### src/include/spi_status_params.svh
`ifndef SPI_STATUS_PARAMS_SVH
`define SPI_STATUS_PARAMS_SVH

`define OFS_SERIAL_STATUS 8'h00
`define OFS_EVENT_STATUS  8'h04
`define OFS_EVENT_MASK    8'h08

`define RX_COUNT_HI       28
`define RX_COUNT_LO       24
`define TX_COUNT_HI       20
`define TX_COUNT_LO       16
`define BIT_FRAME_ERR     12
`define BIT_ACTIVITY      11
`define BIT_TX_UNDERRUN   8
`define BIT_SHIFT_EMPTY   7
`define BIT_RX_OVERFLOW   6
`define BIT_RX_EMPTY      5
`define BIT_TX_EMPTY      3
`define BIT_TX_FULL       1
`define BIT_RX_FULL       0

`define DEPTH_DEEP        5'h10
`define DEPTH_SINGLE      5'h01
`define COUNT_ZERO        5'h00
`define COUNT_ONE         5'h01

`define EV_FRAME_ERR      0
`define EV_TX_UNDERRUN    1
`define EV_RX_OVERFLOW    2
`define EV_RX_WORD        3
`define EVENT_W           4
`define EVENT_ZERO        4'h0
`define WORD_ZERO         32'h0000_0000

`endif

### src/include/spi_status_pkg.sv
`default_nettype none
package spi_status_pkg;
  typedef enum logic [1:0] {
    PH_IDLE   = 2'b00,
    PH_ACCESS = 2'b01
  } apb_phase_t;
  typedef logic [4:0] count_t;
  typedef logic [31:0] word_t;
endpackage
`default_nettype wire

### src/include/occupancy_if.sv
`default_nettype none
interface occupancy_if;
  logic       push;
  logic       pop;
  logic       deep;
  logic       flush;
  logic       ce;
  logic [4:0] count;
  logic       empty;
  logic       full;
  logic       ptr_equal;
  modport tracker (input push, pop, deep, flush, ce, output count, empty, full, ptr_equal);
  modport user (output push, pop, deep, flush, ce, input count, empty, full, ptr_equal);
endinterface
`default_nettype wire

### src/core/event_sticky.sv
`default_nettype none
`include "spi_status_params.svh"
module event_sticky
  import spi_status_pkg::*;
(
  input  wire logic                 clk,        // clock
  input  wire logic                 rst_n,      // async reset
  input  wire logic                 ce,         // clock enable
  input  wire logic [`EVENT_W-1:0]  events,     // event pulses
  input  wire logic                 stat_wr,    // write to status
  input  wire logic                 mask_wr,    // write to mask
  input  wire logic [`EVENT_W-1:0]  wdata,      // write data
  output logic      [`EVENT_W-1:0]  status,     // sticky bits
  output logic      [`EVENT_W-1:0]  mask,       // enable bits
  output logic                      irq         // level interrupt
);
  logic [`EVENT_W-1:0] status_q;
  logic [`EVENT_W-1:0] mask_q;
  logic                irq_q;

  genvar i;
  generate
    for (i = 0; i < `EVENT_W; i++) begin : g_bit
      always_ff @(posedge clk or negedge rst_n) begin
        if (!rst_n) begin
          status_q[i] <= 1'b0;
        end else if (ce) begin
          if (events[i]) begin
            status_q[i] <= 1'b1;
          end else if (stat_wr && wdata[i]) begin
            status_q[i] <= 1'b0;
          end
        end
      end
    end
  endgenerate

  always_ff @(posedge clk or negedge rst_n) begin
    if (!rst_n) begin
      mask_q <= `EVENT_ZERO;
    end else if (ce && mask_wr) begin
      mask_q <= wdata;
    end
  end

  always_ff @(posedge clk or negedge rst_n) begin
    if (!rst_n) begin
      irq_q <= 1'b0;
    end else if (ce) begin
      irq_q <= |(status_q & mask_q);
    end
  end

  assign status = status_q;
  assign mask   = mask_q;
  assign irq    = irq_q;
endmodule
`default_nettype wire

### src/core/occupancy_tracker.sv
`default_nettype none
`include "spi_status_params.svh"
module occupancy_tracker
  import spi_status_pkg::*;
(
  input  wire logic        clk,      // clock
  input  wire logic        rst_n,    // async reset
  occupancy_if.tracker     occ       // buffer events and state
);
  count_t wr_ptr_q;
  count_t rd_ptr_q;
  count_t depth;
  logic   do_push;
  logic   do_pop;

  assign depth   = occ.deep ? `DEPTH_DEEP : `DEPTH_SINGLE;
  assign do_push = occ.push && !occ.full;
  assign do_pop  = occ.pop && !occ.empty;

  always_ff @(posedge clk or negedge rst_n) begin
    if (!rst_n) begin
      wr_ptr_q <= `COUNT_ZERO;
    end else if (occ.ce) begin
      if (occ.flush) begin
        wr_ptr_q <= `COUNT_ZERO;
      end else if (do_push) begin
        wr_ptr_q <= wr_ptr_q + `COUNT_ONE;
      end
    end
  end

  always_ff @(posedge clk or negedge rst_n) begin
    if (!rst_n) begin
      rd_ptr_q <= `COUNT_ZERO;
    end else if (occ.ce) begin
      if (occ.flush) begin
        rd_ptr_q <= `COUNT_ZERO;
      end else if (do_pop) begin
        rd_ptr_q <= rd_ptr_q + `COUNT_ONE;
      end
    end
  end

  assign occ.count     = wr_ptr_q - rd_ptr_q;
  assign occ.ptr_equal = (rd_ptr_q == wr_ptr_q);
  assign occ.empty     = occ.ptr_equal;
  assign occ.full      = (occ.count >= depth);
endmodule
`default_nettype wire

### src/core/spi_status_flags.sv
// Register access over APB and the register offsets were chosen for this implementation.
`default_nettype none
`include "spi_status_params.svh"
module spi_status_flags
  import spi_status_pkg::*;
(
  input  wire logic        CLOCK,         // 40 MHz clock
  input  wire logic        RESETN,        // async reset, low
  input  wire logic        CE,            // clock enable
  input  wire logic        PSEL,          // apb select
  input  wire logic        PENABLE,       // apb access phase
  input  wire logic        PWRITE,        // apb direction
  input  wire logic [7:0]  PADDR,         // apb byte address
  input  wire logic [31:0] PWDATA,        // apb write data
  output logic      [31:0] PRDATA,        // apb read data
  output logic             PREADY,        // apb ready
  output logic             PSLVERR,       // apb error
  input  wire logic        ENABLE,        // module on
  input  wire logic        DEEP_BUF,      // deep_buffer_enable
  input  wire logic        FRAMED,        // framed_mode_enable
  input  wire logic        BUSY,          // engine busy
  input  wire logic        SHIFT_EMPTY,   // shifter holds no data
  input  wire logic        RX_WORD_DONE,  // word fully received
  input  wire logic        RX_READ,       // data buffer read
  input  wire logic        TX_WRITE,      // data buffer written
  input  wire logic        TX_LOAD,       // shifter took a word
  input  wire logic        FRAME_ERR,     // frame error seen
  input  wire logic        TX_UNDERRUN,   // transmit underrun seen
  output logic             RX_ACCEPT,     // received word stored
  output logic             RX_DISCARD,    // received word dropped
  output logic             IRQ            // interrupt level
);
  apb_phase_t phase_q;
  apb_phase_t phase_d;
  word_t      prdata_q;
  logic       pready_q;
  logic       pslverr_q;
  logic       rx_accept_q;
  logic       rx_discard_q;

  logic       enable_q;
  logic       reenable;
  logic       frame_err_q;
  logic       underrun_q;
  logic       overflow_q;
  logic       activity_q;
  logic       shift_empty_q;

  logic       setup;
  logic       access_done;
  logic       wr_en;
  logic       hit_stat;
  logic       hit_evst;
  logic       hit_mask;
  logic       mapped;
  word_t      status_word;
  word_t      read_word;

  logic       rx_overflow_evt;
  logic       rx_store_evt;
  logic       frame_err_evt;
  logic       underrun_evt;

  logic [`EVENT_W-1:0] ev_pulses;
  logic [`EVENT_W-1:0] ev_status;
  logic [`EVENT_W-1:0] ev_mask;
  logic                irq_w;

  occupancy_if rx_occ ();
  occupancy_if tx_occ ();

  // apb decode
  assign setup       = PSEL && !PENABLE;
  assign access_done = PSEL && PENABLE && pready_q;
  assign wr_en       = access_done && PWRITE && mapped;
  assign hit_stat    = (PADDR == `OFS_SERIAL_STATUS);
  assign hit_evst    = (PADDR == `OFS_EVENT_STATUS);
  assign hit_mask    = (PADDR == `OFS_EVENT_MASK);
  assign mapped      = hit_stat || hit_evst || hit_mask;

  // receive and transmit occupancy
  assign rx_occ.ce    = CE;
  assign rx_occ.deep  = DEEP_BUF;
  assign rx_occ.flush = !ENABLE;
  assign rx_occ.push  = RX_WORD_DONE && ENABLE;
  assign rx_occ.pop   = RX_READ && ENABLE;
  assign tx_occ.ce    = CE;
  assign tx_occ.deep  = DEEP_BUF;
  assign tx_occ.flush = !ENABLE;
  assign tx_occ.push  = TX_WRITE && ENABLE;
  assign tx_occ.pop   = TX_LOAD && ENABLE;

  occupancy_tracker u_rx_track (
    .clk   (CLOCK),
    .rst_n (RESETN),
    .occ   (rx_occ)
  );

  occupancy_tracker u_tx_track (
    .clk   (CLOCK),
    .rst_n (RESETN),
    .occ   (tx_occ)
  );

  // flag events
  assign rx_overflow_evt = RX_WORD_DONE && ENABLE && rx_occ.full;
  assign rx_store_evt    = RX_WORD_DONE && ENABLE && !rx_occ.full;
  assign frame_err_evt   = FRAME_ERR && ENABLE && FRAMED;
  assign underrun_evt    = TX_UNDERRUN && ENABLE && FRAMED;
  assign reenable        = ENABLE && !enable_q;

  always_ff @(posedge CLOCK or negedge RESETN) begin
    if (!RESETN) begin
      enable_q <= 1'b0;
    end else if (CE) begin
      enable_q <= ENABLE;
    end
  end

  // set wins over software clear
  always_ff @(posedge CLOCK or negedge RESETN) begin
    if (!RESETN) begin
      frame_err_q <= 1'b0;
    end else if (CE) begin
      if (frame_err_evt) begin
        frame_err_q <= 1'b1;
      end else if (wr_en && hit_stat && !PWDATA[`BIT_FRAME_ERR]) begin
        frame_err_q <= 1'b0;
      end
    end
  end

  always_ff @(posedge CLOCK or negedge RESETN) begin
    if (!RESETN) begin
      underrun_q <= 1'b0;
    end else if (CE) begin
      if (underrun_evt) begin
        underrun_q <= 1'b1;
      end else if (reenable) begin
        underrun_q <= 1'b0;
      end else if (wr_en && hit_stat && !PWDATA[`BIT_TX_UNDERRUN]) begin
        underrun_q <= 1'b0;
      end
    end
  end

  always_ff @(posedge CLOCK or negedge RESETN) begin
    if (!RESETN) begin
      overflow_q <= 1'b0;
    end else if (CE) begin
      if (rx_overflow_evt) begin
        overflow_q <= 1'b1;
      end else if (reenable) begin
        overflow_q <= 1'b0;
      end else if (wr_en && hit_stat && !PWDATA[`BIT_RX_OVERFLOW]) begin
        overflow_q <= 1'b0;
      end
    end
  end

  // engine levels sampled once
  always_ff @(posedge CLOCK or negedge RESETN) begin
    if (!RESETN) begin
      activity_q <= 1'b0;
    end else if (CE) begin
      activity_q <= BUSY && ENABLE;
    end
  end

  always_ff @(posedge CLOCK or negedge RESETN) begin
    if (!RESETN) begin
      shift_empty_q <= 1'b1;
    end else if (CE) begin
      shift_empty_q <= SHIFT_EMPTY;
    end
  end

  always_ff @(posedge CLOCK or negedge RESETN) begin
    if (!RESETN) begin
      rx_accept_q  <= 1'b0;
      rx_discard_q <= 1'b0;
    end else if (CE) begin
      rx_accept_q  <= rx_store_evt;
      rx_discard_q <= rx_overflow_evt;
    end
  end

  // status word, unlisted bits stay zero
  always_comb begin
    status_word = `WORD_ZERO;
    status_word[`RX_COUNT_HI:`RX_COUNT_LO] = rx_occ.count;
    status_word[`TX_COUNT_HI:`TX_COUNT_LO] = tx_occ.count;
    status_word[`BIT_FRAME_ERR]   = frame_err_q;
    status_word[`BIT_ACTIVITY]    = activity_q;
    status_word[`BIT_TX_UNDERRUN] = underrun_q;
    status_word[`BIT_SHIFT_EMPTY] = shift_empty_q;
    status_word[`BIT_RX_OVERFLOW] = overflow_q;
    status_word[`BIT_RX_EMPTY]    = rx_occ.ptr_equal;
    status_word[`BIT_TX_EMPTY]    = tx_occ.empty;
    status_word[`BIT_TX_FULL]     = tx_occ.full;
    status_word[`BIT_RX_FULL]     = rx_occ.full;
  end

  always_comb begin
    read_word = `WORD_ZERO;
    if (hit_stat) begin
      read_word = status_word;
    end else if (hit_evst) begin
      read_word[`EVENT_W-1:0] = ev_status;
    end else if (hit_mask) begin
      read_word[`EVENT_W-1:0] = ev_mask;
    end
  end

  // event collection
  always_comb begin
    ev_pulses = `EVENT_ZERO;
    ev_pulses[`EV_FRAME_ERR]   = frame_err_evt;
    ev_pulses[`EV_TX_UNDERRUN] = underrun_evt;
    ev_pulses[`EV_RX_OVERFLOW] = rx_overflow_evt;
    ev_pulses[`EV_RX_WORD]     = rx_store_evt;
  end

  event_sticky u_events (
    .clk     (CLOCK),
    .rst_n   (RESETN),
    .ce      (CE),
    .events  (ev_pulses),
    .stat_wr (wr_en && hit_evst),
    .mask_wr (wr_en && hit_mask),
    .wdata   (PWDATA[`EVENT_W-1:0]),
    .status  (ev_status),
    .mask    (ev_mask),
    .irq     (irq_w)
  );

  // apb slave: one access cycle, no waits
  always_comb begin
    phase_d = phase_q;
    case (phase_q)
      PH_IDLE: begin
        if (setup) begin
          phase_d = PH_ACCESS;
        end
      end
      PH_ACCESS: begin
        if (setup) begin
          phase_d = PH_ACCESS;
        end else begin
          phase_d = PH_IDLE;
        end
      end
      default: begin
        phase_d = PH_IDLE;
      end
    endcase
  end

  always_ff @(posedge CLOCK or negedge RESETN) begin
    if (!RESETN) begin
      phase_q <= PH_IDLE;
    end else if (CE) begin
      phase_q <= phase_d;
    end
  end

  always_ff @(posedge CLOCK or negedge RESETN) begin
    if (!RESETN) begin
      pready_q <= 1'b0;
    end else if (CE) begin
      pready_q <= setup;
    end
  end

  always_ff @(posedge CLOCK or negedge RESETN) begin
    if (!RESETN) begin
      pslverr_q <= 1'b0;
    end else if (CE) begin
      pslverr_q <= setup && !mapped;
    end
  end

  // read data captured during setup
  always_ff @(posedge CLOCK or negedge RESETN) begin
    if (!RESETN) begin
      prdata_q <= `WORD_ZERO;
    end else if (CE) begin
      if (setup && !PWRITE) begin
        prdata_q <= read_word;
      end else if (access_done) begin
        prdata_q <= `WORD_ZERO;
      end
    end
  end

  assign PRDATA     = prdata_q;
  assign PREADY     = pready_q;
  assign PSLVERR    = pslverr_q;
  assign RX_ACCEPT  = rx_accept_q;
  assign RX_DISCARD = rx_discard_q;
  assign IRQ        = irq_w;
endmodule
`default_nettype wire

### config.mk
export PLATFORM = sky130hd
export DESIGN_NAME = spi_status_flags
export DESIGN_NICKNAME = d
export VERILOG_FILES = /design/src/include/spi_status_pkg.sv /design/src/include/occupancy_if.sv /design/src/core/event_sticky.sv /design/src/core/occupancy_tracker.sv /design/src/core/spi_status_flags.sv
export VERILOG_INCLUDE_DIRS = /design/src /design/src/include
export SDC_FILE = /design/constraint.sdc
export NUM_CORES = 1
export LEC_CHECK = 0
export ABC_AREA = 1
export BUFFER_PORTS_ARGS = -buffer_cell sky130_fd_sc_hd__buf_2
export CAP_MARGIN = 20
export CORE_ASPECT_RATIO = 0.8
export CORE_MARGIN = 5
export CORE_UTILIZATION = 57
export DETAILED_ROUTE_END_ITERATION = 7
export PLACE_DENSITY = 0.86
export SETUP_SLACK_MARGIN = 0.4
export SLEW_MARGIN = 20
export SYNTH_ARGS = -nofsm -noshare
export SYNTH_HDL_FRONTEND = slang
export SYNTH_SLANG_ARGS = --single-unit
### constraint.sdc
create_clock -name CLOCK -period 4.55 [get_ports CLOCK]
set_input_delay 1.1375 -clock CLOCK [delete_from_list [all_inputs] [get_ports CLOCK]]
set_output_delay 1.1375 -clock CLOCK [all_outputs]
set_load 0.01 [all_outputs]
==> results of run 1 <==
[sequential cells by signal, indices dropped and copies added, names as in the netlist]
register / count
PRDATA: 20
PREADY: 1
PSLVERR: 1
RX_ACCEPT: 1
RX_DISCARD: 1
activity_q: 1
enable_q: 1
frame_err_q: 1
overflow_q: 1
shift_empty_q: 1
u_events.irq: 1
u_events.mask: 4
u_events.status: 4
u_rx_track.rd_ptr_q: 5
u_rx_track.wr_ptr_q: 5
u_tx_track.rd_ptr_q: 5
u_tx_track.wr_ptr_q: 5
underrun_q: 1
[metrics by stage]
stage / instance area, um2 / util / total power, mW
after floorplan: 3410 / - / 1.02
after global placement: 3670 / 0.631 / 1.12
after detailed placement: 3670 / 0.631 / 1.16
after CTS: 3900 / 0.670 / 1.70
after global routing: 3900 / 0.670 / 1.81
final: 3900 / 0.670 / 1.70
[cells in the mapped netlist (3+ instances only)]
library cell,count,area (um2)
nor2_1,33,124
nand3_1,40,200
inv_1,41,154
xor2_1,8,70.1
a21oi_1,9,45.0
dfrtp_1,58,1450
buf_2,3,15.0
nor2_4,3,33.8
xnor2_1,6,52.6
a22o_1,6,52.6
buf_4,13,97.6
nand4_1,8,50.1
o21ai_0,15,75.1
nand2_1,107,402
ha_1,16,200
nand2_2,8,50.1
inv_2,6,22.5
o21ai_1,11,55.1
[worst register-to-register path, stage by stage (launching register included)]
cell	delay [ns]
dfrtp_1	0.43
inv_1	0.09
ha_1	0.13
inv_1	0.06
fa_1	0.40
nand2_1	0.08
inv_1	0.05
nor2_1	0.08
nor2_1	0.05
nor2_1	0.11
xnor2_1	0.17
ha_1	0.28
nand2_1	0.12
nand3_2	0.15
nand2_2	0.13
nand2_1	0.06
nand2_1	0.05
[cell type report]
cell class | instances | share of cell area
clock buffer | 10 | 0.0353
clock inverter | 6 | 0.0228
inverter | 48 | 0.0465
multi-input combinational | 298 | 0.417
sequential | 59 | 0.379
tap | 81 | 0.0260
timing repair buffer | 57 | 0.0738
[per-layer routing]
layer | vias to the layer above | track usage
li1 | 1438 | -
met1 | 1398 | 0.302
met2 | 105 | 0.364
met3 | 12 | 0.0739
met4 | 0 | 0.0753
met5 | - | 0
[cells by family after synthesis]
kind of cell / after synthesis
adders and majority gates: 18
and+or+nand+nor: 206
AOI/OAI and AO/OA: 48
DFF: 59
buffers and inverters: 66
other: 1
xor gates and xnor gates: 14
[how the worst min path moves through the flow]
stage | end | slack [ns]
final | PRDATA[19] | 0.48
after global routing | PRDATA[19] | 0.50
after CTS | PRDATA[19] | 0.48
after detailed placement | PRDATA[19] | 0.46
after global placement | PRDATA[20] | 0.46
after floorplan | shift_empty_q | 0.45
[power breakdown]
part           switching [mW]  internal [mW]
registers              0.0511          0.577
clock network           0.216          0.323
logic                   0.341          0.191
total                   0.607           1.09
[cell usage in the layout, fill, tap and decap left out, drive strengths merged]
cell,n
nand2,115
dfrtp,58
buf,57
inv,47
nand3,42
nor2,37
o21ai,27
ha,16
conb,12
clkbuf,10
nand4,10
a21oi,9
xor2,8
xnor2,6
a22o,6
clkinv,3
a21o,2
or2,2
fa,2
bufinv,2
clkinvlp,2
a32o,1
o211ai,1
a41oi,1
o31ai,1
dfstp,1
==> metrics.md, run 1 <==
| Metric | Value |
|---|---|
| Post-route ant nets | `0` |
| Die H | `78.8 um` |
| Share of flip-flops with an asynchronous set or reset | `1.00` |
| Ant diodes | `0` |
| Post-CTS Setup Repair Bufs | `0` |
| Static leakage | `2.14 nW` |
| Met2 routed WL | `3960 um` |
| Simple-Gate Fraction of Synth Area | `0.276` |
| Max_cap viols | `0` |
| Final min period | `2.49 ns` |
| Core Area | `5820 um2` |
| Layout area overhead | `15.7%` |
| H-tree depth | `3` |
| Worst-path clk slew | `0.07 ns` |
| Most frequent CP cell | `nand2_1` |
| Post-synthesis mux area share | `0` |
| Pin count of the biggest net entering global routing | `39` |
| Vias | `2953` |
| Fin Hold WS | `0.476 ns` |
| CP Depth | `16` |
| Achievable clock frequency | `0.402 GHz` |
| Slowest stage delay, CP | `0.43 ns` |
| Std cell rows | `25` |
| First-pass GRT wire length | `13300 um` |
| Status | `finished, final reports clean` |
| Final worst slack | `2.06 ns` |
| Total CTS buffers | `9` |
| Critical path's top delay family | `simple AND/OR/NAND/NOR gates` |
| Start of the worst register-to-register path | `u_tx_track.wr_ptr_q[0]` |
| DR DRC count | `0` |
| Pre-CTS setup slack | `1.96 ns` |
| Hold path depth | `1` |
| Post-Synth Adder-Cell Area | `0.0713` |
| Synth Register Bits | `59` |
| Starting Density | `0.579` |
| Reg2reg end | `u_tx_track.wr_ptr_q[4]` |
| Final Skew | `0.00804 ns` |
| Synth warnings | `0` |
| Worst setup startpoint | `u_tx_track.wr_ptr_q[0]` |
| Distinct cell type count after synthesis | `35` |
| Critical Path Start Type | `register` |
| Setup TNS | `0 ns` |
| Total of fill cells in the finished design | `497` |
| CP max-delay cell | `dfrtp_1` |
| DRT met1 WL | `3380 um` |
| Overflow after GRT | `0` |
| Cell count of the worst reg-to-reg path | `16` |
| DP Wirelength | `6050 um` |
| Worst slew margin | `0.435` |
| RSZ-0062 raised after global routing | `false` |
| Vias per cell | `5.28` |
| Avg Cell Area, Syn | `8.18 um2` |
| DP Cell Count | `543` |
| Largest family of logic cells by synthesized area | `simple AND/OR/NAND/NOR gates` |
| Clk buf depth | `2` |
| Clk root buf | `clkbuf_8` |
| RD Place Congestion | `0.936` |
| Post-synth EDFFs | `0` |
| Top sig layer | `met4` |
| GR Util All Layers | `0.231` |
| Seq/Total Area, Yosys | `0.439` |
| XOR/XNOR Fraction of Synth Area | `0.0364` |
| Share of layout cells above drive strength 1 | `0.209` |
| First DRT Iteration DRCs | `240` |
| Worst Path Buf+Inv | `3` |
| Die area | `7560 um2` |
| Post-synthesis compound-gate area fraction | `0.0847` |
| CP endpoint kind | `register` |
| Initial antenna violation count | `0` |
| Post-Route WL | `8030 um` |
| Area of the multi-input gates | `1620 um2` |
| Critical path class | `reg -> reg` |
| IO Count | `94` |
| CTS tree | `done` |
| Routed len/inst | `14.4 um` |
| CTS Hold Bufs | `0` |
| CP arrival | `2.76 ns` |
| PortBufs | `56` |
| Power per Cell Area | `436 nW/um2` |
| Synth Flop Type | `dfrtp_1` |
| Final setup fails | `0` |
| Post-Synthesis Cells | `412` |
| Setup crit end | `u_tx_track.wr_ptr_q[4]` |
| Reg area | `1480 um2` |
| Ratio of final minimum period to clock period | `0.546` |
| Worst min path class | `reg -> reg` |
| Reg-to-reg setup timing slack | `2.06 ns` |
| Post-CTS Resized | `0` |
| Worst EP required | `4.83 ns` |
| Clock latency at the later pin of the worst-skew pair | `0.34 ns` |
| Non-filler cells, final | `559` |
| CP max FO | `6` |
| Crit-path cells | `inv_1 > ha_1 > inv_1 > fa_1 > nand2_1 > inv_1 > nor2_1 > nor2_1 > nor2_1 > xnor2_1 > ha_1 > nand2_1 > nand3_2 > nand2_2 > nand2_1 > nand2_1` |
| Least-Margin Pin Slew | `0.848 ns` |
| First-pass DRT Iterations | `5` |
| Die X | `96.0 um` |
| Hold Vio Cnt, Final | `0` |
| Max-slew violations | `0` |
| Hold wc startpoint | `PRDATA[19]` |
| Nets@finish | `548` |
| Met3 wire length | `580 um` |
| Worst vdd ir | `0.204 mV` |
| Vias in the first global route | `2873` |
| Mapped Area | `3370 um2` |
| Clock sinks | `59` |
Note: power is estimated with default switching activity, not from simulation.
==> run 2, diff against run 1 <==
- CORE_UTILIZATION: 57 -> 47
- PLACE_DENSITY: 0.86 -> 0.76
- clock period: 4.55 -> 2 ns (I/O delays scaled with it)
==> metrics.md, run 2 (synthesis results as in run 1) <==
| Metric | Value |
|---|---|
| Start of the worst register-to-register path | `u_rx_track.wr_ptr_q[0] (was u_tx_track.wr_ptr_q[0])` |
| Reg2reg end | `u_rx_track.wr_ptr_q[2] (was u_tx_track.wr_ptr_q[4])` |
| Die area | `8970 um2 (was 7560 um2)` |
| Non-filler cells, final | `620 (was 559)` |
| Routed len/inst | `15.1 um (was 14.4 um)` |
| DP Wirelength | `6240 um (was 6050 um)` |
| First-pass GRT wire length | `14700 um (was 13300 um)` |
| RSZ-0062 raised after global routing | `true (was false)` |
| Std cell rows | `27 (was 25)` |
| Die H | `85.7 um (was 78.8 um)` |
| DP Cell Count | `578 (was 543)` |
| Core Area | `6930 um2 (was 5820 um2)` |
| Commonest cells after routing, fill and taps aside | `nand2_1, dfrtp_1, buf_2 (unchanged)` |
| Post-route cell area | `4600 um2 (was 3900 um2)` |
| Hold Vio Cnt, Final | `0 (unchanged)` |
| Status | `finished with violations (was finished, final reports clean)` |
| Final min period | `2.42 ns (was 2.49 ns)` |
| Clock latency at the later pin of the worst-skew pair | `0.34 ns (about the same)` |
| Share of layout cells above drive strength 1 | `0.388 (was 0.209)` |
| Largest register FFs | `20 (unchanged)` |
| Max_cap viols | `0 (unchanged)` |
| Pin count of the biggest net entering global routing | `60 (was 39)` |
| Initial antenna violation count | `0 (unchanged)` |
| Worst setup startpoint | `u_rx_track.wr_ptr_q[0] (was u_tx_track.wr_ptr_q[0])` |
| Internal | `3.10 mW (was 1.09 mW)` |
| Layout area overhead | `36.4% (was 15.7%)` |
| Combinational Power Share | `0.508 (was 0.313)` |
| CP arrival | `2.71 ns (was 2.76 ns)` |
| GR Util All Layers | `0.205 (was 0.231)` |
| Vias per cell | `5.18 (was 5.28)` |
| Sequential share of power | `0.286 (was 0.370)` |
| Static leakage | `2.46 nW (was 2.14 nW)` |
| Worst EP required | `2.28 ns (was 4.83 ns)` |
| Ratio of final minimum period to clock period | `1.21 (was 0.546)` |
| CP max FO | `8 (was 6)` |
| Starting Density | `0.487 (was 0.579)` |
| Total CTS buffers | `9 (unchanged)` |
| Worst vdd ir | `0.593 mV (was 0.204 mV)` |
| DR DRC count | `0 (unchanged)` |
| Overflow after GRT | `0 (unchanged)` |
| Post-route ant nets | `0 (unchanged)` |
| First DRT Iteration DRCs | `169 (was 240)` |
| Nets@finish | `603 (was 548)` |
| Placed cell area | `3930 um2 (was 3670 um2)` |
| Critical path class | `reg -> reg (unchanged)` |
| RD Place Congestion | `0.899 (was 0.936)` |
| CTS tree | `done (unchanged)` |
| Final worst slack | `-0.424 ns (was 2.06 ns)` |
| Worst-path clk slew | `0.07 ns (about the same)` |
| Vias | `3211 (was 2953)` |
| Post-Route WL | `9360 um (was 8030 um)` |
| Cell count of the worst reg-to-reg path | `16 (unchanged)` |
| Critical Path Start Type | `register (unchanged)` |
| Power per Cell Area | `1060 nW/um2 (was 436 nW/um2)` |
| Part of the power in the clock network | `0.206 (was 0.317)` |
| Achievable clock frequency | `0.412 GHz (was 0.402 GHz)` |
| CP endpoint kind | `register (unchanged)` |
| Net Switching | `1.78 mW (was 0.607 mW)` |
| Switching Share | `0.365 (was 0.358)` |
| CTS Hold Bufs | `0 (unchanged)` |
| Commonest non-fill, non-tap cell in the layout | `nand2_1 (unchanged)` |
| Setup crit end | `u_rx_track.wr_ptr_q[2] (was u_tx_track.wr_ptr_q[4])` |
| Clk root buf | `clkbuf_8 (unchanged)` |
| Reg-to-reg setup timing slack | `-0.42 ns (was 2.06 ns)` |
| Max-slew violations | `0 (unchanged)` |
| PortBufs | `56 (unchanged)` |
| Final Skew | `0.00580 ns (was 0.00804 ns)` |
| Ant diodes | `0 (unchanged)` |
| Vias in the first global route | `3135 (was 2873)` |
| Die X | `105 um (was 96.0 um)` |
| IO Count | `94 (unchanged)` |
| Clk buf depth | `2 (unchanged)` |
| First-pass DRT Iterations | `5 (unchanged)` |
| H-tree depth | `3 (unchanged)` |
| Clock sinks | `59 (unchanged)` |
| Failing checks | `setup timing` |
| Final setup fails | `19 (was 0)` |
| Worst min path class | `in -> async (was reg -> reg)` |
## run 2: cell count changes in the layout (fill, tap and decap cells not counted), moves of 3 or more
cell     before  now
o21ai_0      15   12
nand3_2       1    7
nand3_1      40   32
ha_4          0    4
nand2_1     107   86
ha_1         16   11
buf_6         0   20
nand2_2       8   26
inv_2         6   13
nor2_1       33   30
buf_4         1   35
a21oi_1       9    6
nand2_4       0    3
inv_1        41   33
## run 2: per-stage QoR
step,hold slack (ns),power (mW),worst slack (ns),utilization,setup TNS [ns]
CTS,0.156,4.47,-0.284,0.635,-4.01
detailed placement,0.462,2.91,-0.314,0.567,-4.59
floorplan,0.204,2.36,-0.141,-,-1.86
global route,0.163,5.20,-0.556,0.664,-8.97
finish,0.150,4.88,-0.424,0.664,-6.29
global placement,0.460,2.85,-0.249,0.567,-3.56
## run 2: layout make-up
type / count / area, um2
inverters: 48 / 184
well taps: 87 / 109
multi-input cells: 298 / 1860
repair buffers: 112 / 788
clock buffers: 12 / 155
clock inverters: 4 / 26.3
flip-flops and latches: 59 / 1480
fillers: 540 / 2330
## run 2: timing repair
| action | in CTS | in global routing |
|---|---|---|
| pin swaps | 21 | 20 |
| setup endpoints to repair | 30 | 35 |
| endpoints found under the hold margin | 0 | 0 |
| gates cloned | 0 | 0 |
| gates resized for setup | 43 | 38 |
| buffers inserted | 18 | 8 |
## run 2: how the worst min path moves through the flow
stage,end,slack (ns),cells past startpoint
2_1_floorplan,PRDATA[0],0.20,0
4_1_cts,PRDATA[7],0.16,2
5_1_grt,PRDATA[7],0.16,2
3_3_place_gp,PRDATA[20],0.46,2
3_5_place_dp,RX_ACCEPT,0.46,2
6_report,PRDATA[7],0.15,2
## run 2: power by group through the flow
| stage | combinational [mW] | sequential [mW] | clock, mW |
|---|---|---|---|
| after floorplan | 0.932 | 1.43 | 0 |
| after global placement | 1.45 | 1.40 | 0 |
| after detailed placement | 1.50 | 1.41 | 0 |
| after CTS | 2.06 | 1.39 | 1.02 |
| after global routing | 2.72 | 1.41 | 1.07 |
| final | 2.48 | 1.40 | 1.00 |
## run 2: per-layer routing
layer  wire length (um)  share of wire  GRT usage
met1               3950           0.42      0.261
met2               4500           0.48      0.334
met3                688          0.074     0.0587
met4                227          0.024     0.0755
met5                  0              0          0
## run 2: critical path, stage by stage (launching register included)
cell	delay [ns]
dfrtp_1	0.40
inv_2	0.10
ha_4	0.16
inv_4	0.04
fa_2	0.36
nand2_2	0.07
inv_2	0.04
nor2_1	0.08
nor2_1	0.05
nor2_2	0.13
xnor2_2	0.10
ha_1	0.32
nand2_2	0.11
nand3_4	0.16
nand2_4	0.13
nand2_1	0.05
nand2_1	0.05
==> run 3, diff against run 2 <==
- CORE_UTILIZATION: 47 -> 49
- CTS_BUF_LIST: default -> sky130_fd_sc_hd__clkbuf_4 sky130_fd_sc_hd__clkbuf_8
- PLACE_DENSITY: 0.76 -> 0.79
==> metrics.md, run 3 (synthesis results as in run 1) <==
| Metric | Value |
|---|---|
| Largest register FFs | `20 (unchanged)` |
| DR DRC count | `0 (unchanged)` |
| Reg-to-reg setup timing slack | `-0.40 ns (was -0.42 ns)` |
| Final min period | `2.40 ns (was 2.42 ns)` |
| Cell count of the worst reg-to-reg path | `15 (was 16)` |
| Max_cap viols | `0 (unchanged)` |
| Std cell rows | `27 (unchanged)` |
| Clk buf depth | `2 (unchanged)` |
| Total CTS buffers | `9 (unchanged)` |
| Clock sinks | `59 (unchanged)` |
| Sequential share of power | `0.289 (was 0.286)` |
| Power per Cell Area | `1050 nW/um2 (was 1060 nW/um2)` |
| Ratio of final minimum period to clock period | `1.20 (was 1.21)` |
| Area of the multi-input gates | `1880 um2 (was 1860 um2)` |
| Layout area overhead | `36.9% (was 36.4%)` |
| Critical path's top delay family | `simple AND/OR/NAND/NOR gates (was adder cells)` |
| Slowest stage delay, CP | `0.39 ns (was 0.40 ns)` |
| Hold Vio Cnt, Final | `0 (unchanged)` |
| Max-slew violations | `0 (unchanged)` |
| Core Area | `6790 um2 (was 6930 um2)` |
| Post-route ant nets | `0 (unchanged)` |
| Placed cell area | `3950 um2 (was 3930 um2)` |
| Total power | `4.84 mW (was 4.88 mW)` |
| CP Depth | `15 (was 16)` |
| Pin count of the biggest net entering global routing | `40 (was 60)` |
| Reg area | `1480 um2 (unchanged)` |
| Die area | `8650 um2 (was 8970 um2)` |
| Overflow after GRT | `0 (unchanged)` |
| CTS Hold Bufs | `0 (unchanged)` |
| Start of the worst register-to-register path | `u_rx_track.wr_ptr_q[0] (unchanged)` |
| First-pass GRT wire length | `14600 um (was 14700 um)` |
| Final worst slack | `-0.401 ns (was -0.424 ns)` |
| CP max-delay cell | `dfrtp_1 (unchanged)` |
| Initial antenna violation count | `0 (unchanged)` |
| RD Place Congestion | `0.946 (was 0.899)` |
| Fin Hold WS | `0.112 ns (was 0.150 ns)` |
| Vias per cell | `5.32 (was 5.18)` |
| Die X | `103 um (was 105 um)` |
| Net Switching | `1.78 mW (about the same)` |
| Achievable clock frequency | `0.416 GHz (was 0.412 GHz)` |
| First-pass DRT Iterations | `5 (unchanged)` |
| Setup TNS | `-5.56 ns (was -6.29 ns)` |
| Final setup fails | `17 (was 19)` |
| Switching Share | `0.368 (was 0.365)` |
| Share of layout cells above drive strength 1 | `0.402 (was 0.388)` |
| Starting Density | `0.496 (was 0.487)` |
| Crit-path cells | `inv_2 > ha_4 > inv_2 > fa_2 > nand2_2 > inv_2 > nor2_2 > nor2_2 > nor2_2 > xnor2_2 > ha_1 > nand2_2 > nand3_4 > nand3_2 > nand2_1 (was inv_2 > ha_4 > inv_4 > fa_2 > nand2_2 > inv_2 > nor2_1 > nor2_1 > nor2_2 > xnor2_2 > ha_1 > nand2_2 > nand3_4 > nand2_4 > nand2_1 > nand2_1)` |
| Static leakage | `2.47 nW (was 2.46 nW)` |
| Worst-path clk slew | `0.07 ns (about the same)` |
| Die H | `84.2 um (was 85.7 um)` |
| Clock latency at the later pin of the worst-skew pair | `0.35 ns (was 0.34 ns)` |
| Status | `finished with violations (unchanged)` |
| H-tree depth | `3 (unchanged)` |
| Final Skew | `0.00890 ns (was 0.00580 ns)` |
| Ant diodes | `0 (unchanged)` |
| Failing checks | `setup timing (unchanged)` |
| Nets@finish | `602 (was 603)` |
| CP max FO | `8 (unchanged)` |
| Critical path class | `reg -> reg (unchanged)` |
| Post-route cell area | `4610 um2 (was 4600 um2)` |
| Commonest non-fill, non-tap cell in the layout | `nand2_1 (unchanged)` |
| Vias in the first global route | `3148 (was 3135)` |
| Clk root buf | `clkbuf_8 (unchanged)` |
| IO Count | `94 (unchanged)` |
| Commonest cells after routing, fill and taps aside | `nand2_1, dfrtp_1, buf_2 (unchanged)` |
| Post-Route WL | `9780 um (was 9360 um)` |
| First DRT Iteration DRCs | `222 (was 169)` |
| Reg2reg end | `u_rx_track.wr_ptr_q[3] (was u_rx_track.wr_ptr_q[2])` |
| Combinational Power Share | `0.491 (was 0.508)` |
| GR Util All Layers | `0.217 (was 0.205)` |
| Routed len/inst | `15.8 um (was 15.1 um)` |
| Critical Path Start Type | `register (unchanged)` |
| Worst min path class | `in -> async (unchanged)` |
| Total of fill cells in the finished design | `516 (was 540)` |
| Worst vdd ir | `0.589 mV (was 0.593 mV)` |
| Vias | `3292 (was 3211)` |
| PortBufs | `56 (unchanged)` |
| CP arrival | `2.64 ns (was 2.71 ns)` |
| CP endpoint kind | `register (unchanged)` |
| RSZ-0062 raised after global routing | `true (unchanged)` |
| CTS tree | `done (unchanged)` |
| Internal | `3.06 mW (was 3.10 mW)` |
| Part of the power in the clock network | `0.220 (was 0.206)` |
| DP Wirelength | `6390 um (was 6240 um)` |
| Worst Path Buf+Inv | `3 (unchanged)` |
| Worst EP required | `2.24 ns (was 2.28 ns)` |
[run 3: timing repair]
item | in CTS | in global routing
endpoints found under the setup margin | 30 | 34
buffers inserted | 14 | 8
pin swaps | 18 | 13
gates resized for setup | 34 | 50
[run 3: worst register-to-register path: cells and delay by family (launching register included)]
kind / cells / cell delay, ns
XOR/XNOR: 1 / 0.15
flip-flops: 1 / 0.39
AND/OR/NAND/NOR: 8 / 0.83
adder cells (fa/ha/maj): 3 / 0.76
buffers and inverters: 3 / 0.18
[run 3: worst max path at each step]
stage	end	slack [ns]	start
6_report	u_rx_track.wr_ptr_q[3]	-0.40	u_rx_track.wr_ptr_q[0]
5_1_grt	u_rx_track.wr_ptr_q[3]	-0.56	u_rx_track.wr_ptr_q[0]
4_1_cts	u_rx_track.wr_ptr_q[4]	-0.31	u_rx_track.wr_ptr_q[0]
3_5_place_dp	u_rx_track.wr_ptr_q[4]	-0.33	u_rx_track.wr_ptr_q[0]
3_3_place_gp	u_rx_track.wr_ptr_q[3]	-0.26	u_rx_track.wr_ptr_q[0]
2_1_floorplan	u_rx_track.wr_ptr_q[2]	-0.14	u_rx_track.wr_ptr_q[0]
[run 3: layout make-up]
type                       count  area share
timing repair buffer         111       0.168
tap                           87      0.0236
multi-input combinational    298       0.408
inverter                      48      0.0399
clock buffer                  10      0.0285
clock inverter                 6      0.0125
sequential                    59       0.320
[run 3: stage by stage]
step,cells,util,setup WS (ns)
detailed placement,581,0.582,-0.327
finish,619,0.680,-0.401
CTS,611,0.645,-0.308
global route,619,0.680,-0.559
floorplan,423,-,-0.141
global placement,581,0.582,-0.256
[run 3: power by group through the flow]
stage / clock (mW) / combinational, mW / sequential (mW)
after floorplan: 0 / 0.932 / 1.43
after global placement: 0 / 1.46 / 1.40
after detailed placement: 0 / 1.51 / 1.40
after CTS: 1.09 / 1.93 / 1.39
after global routing: 1.14 / 2.57 / 1.41
final: 1.06 / 2.37 / 1.40
[run 3: per-layer routing]
layer	up-vias	global-route usage	routed length (um)
met3	28	0.0556	757
li1	1542	-	-
met2	140	0.345	4880
met1	1582	0.281	3930
met5	-	0	0
met4	0	0.0918	212
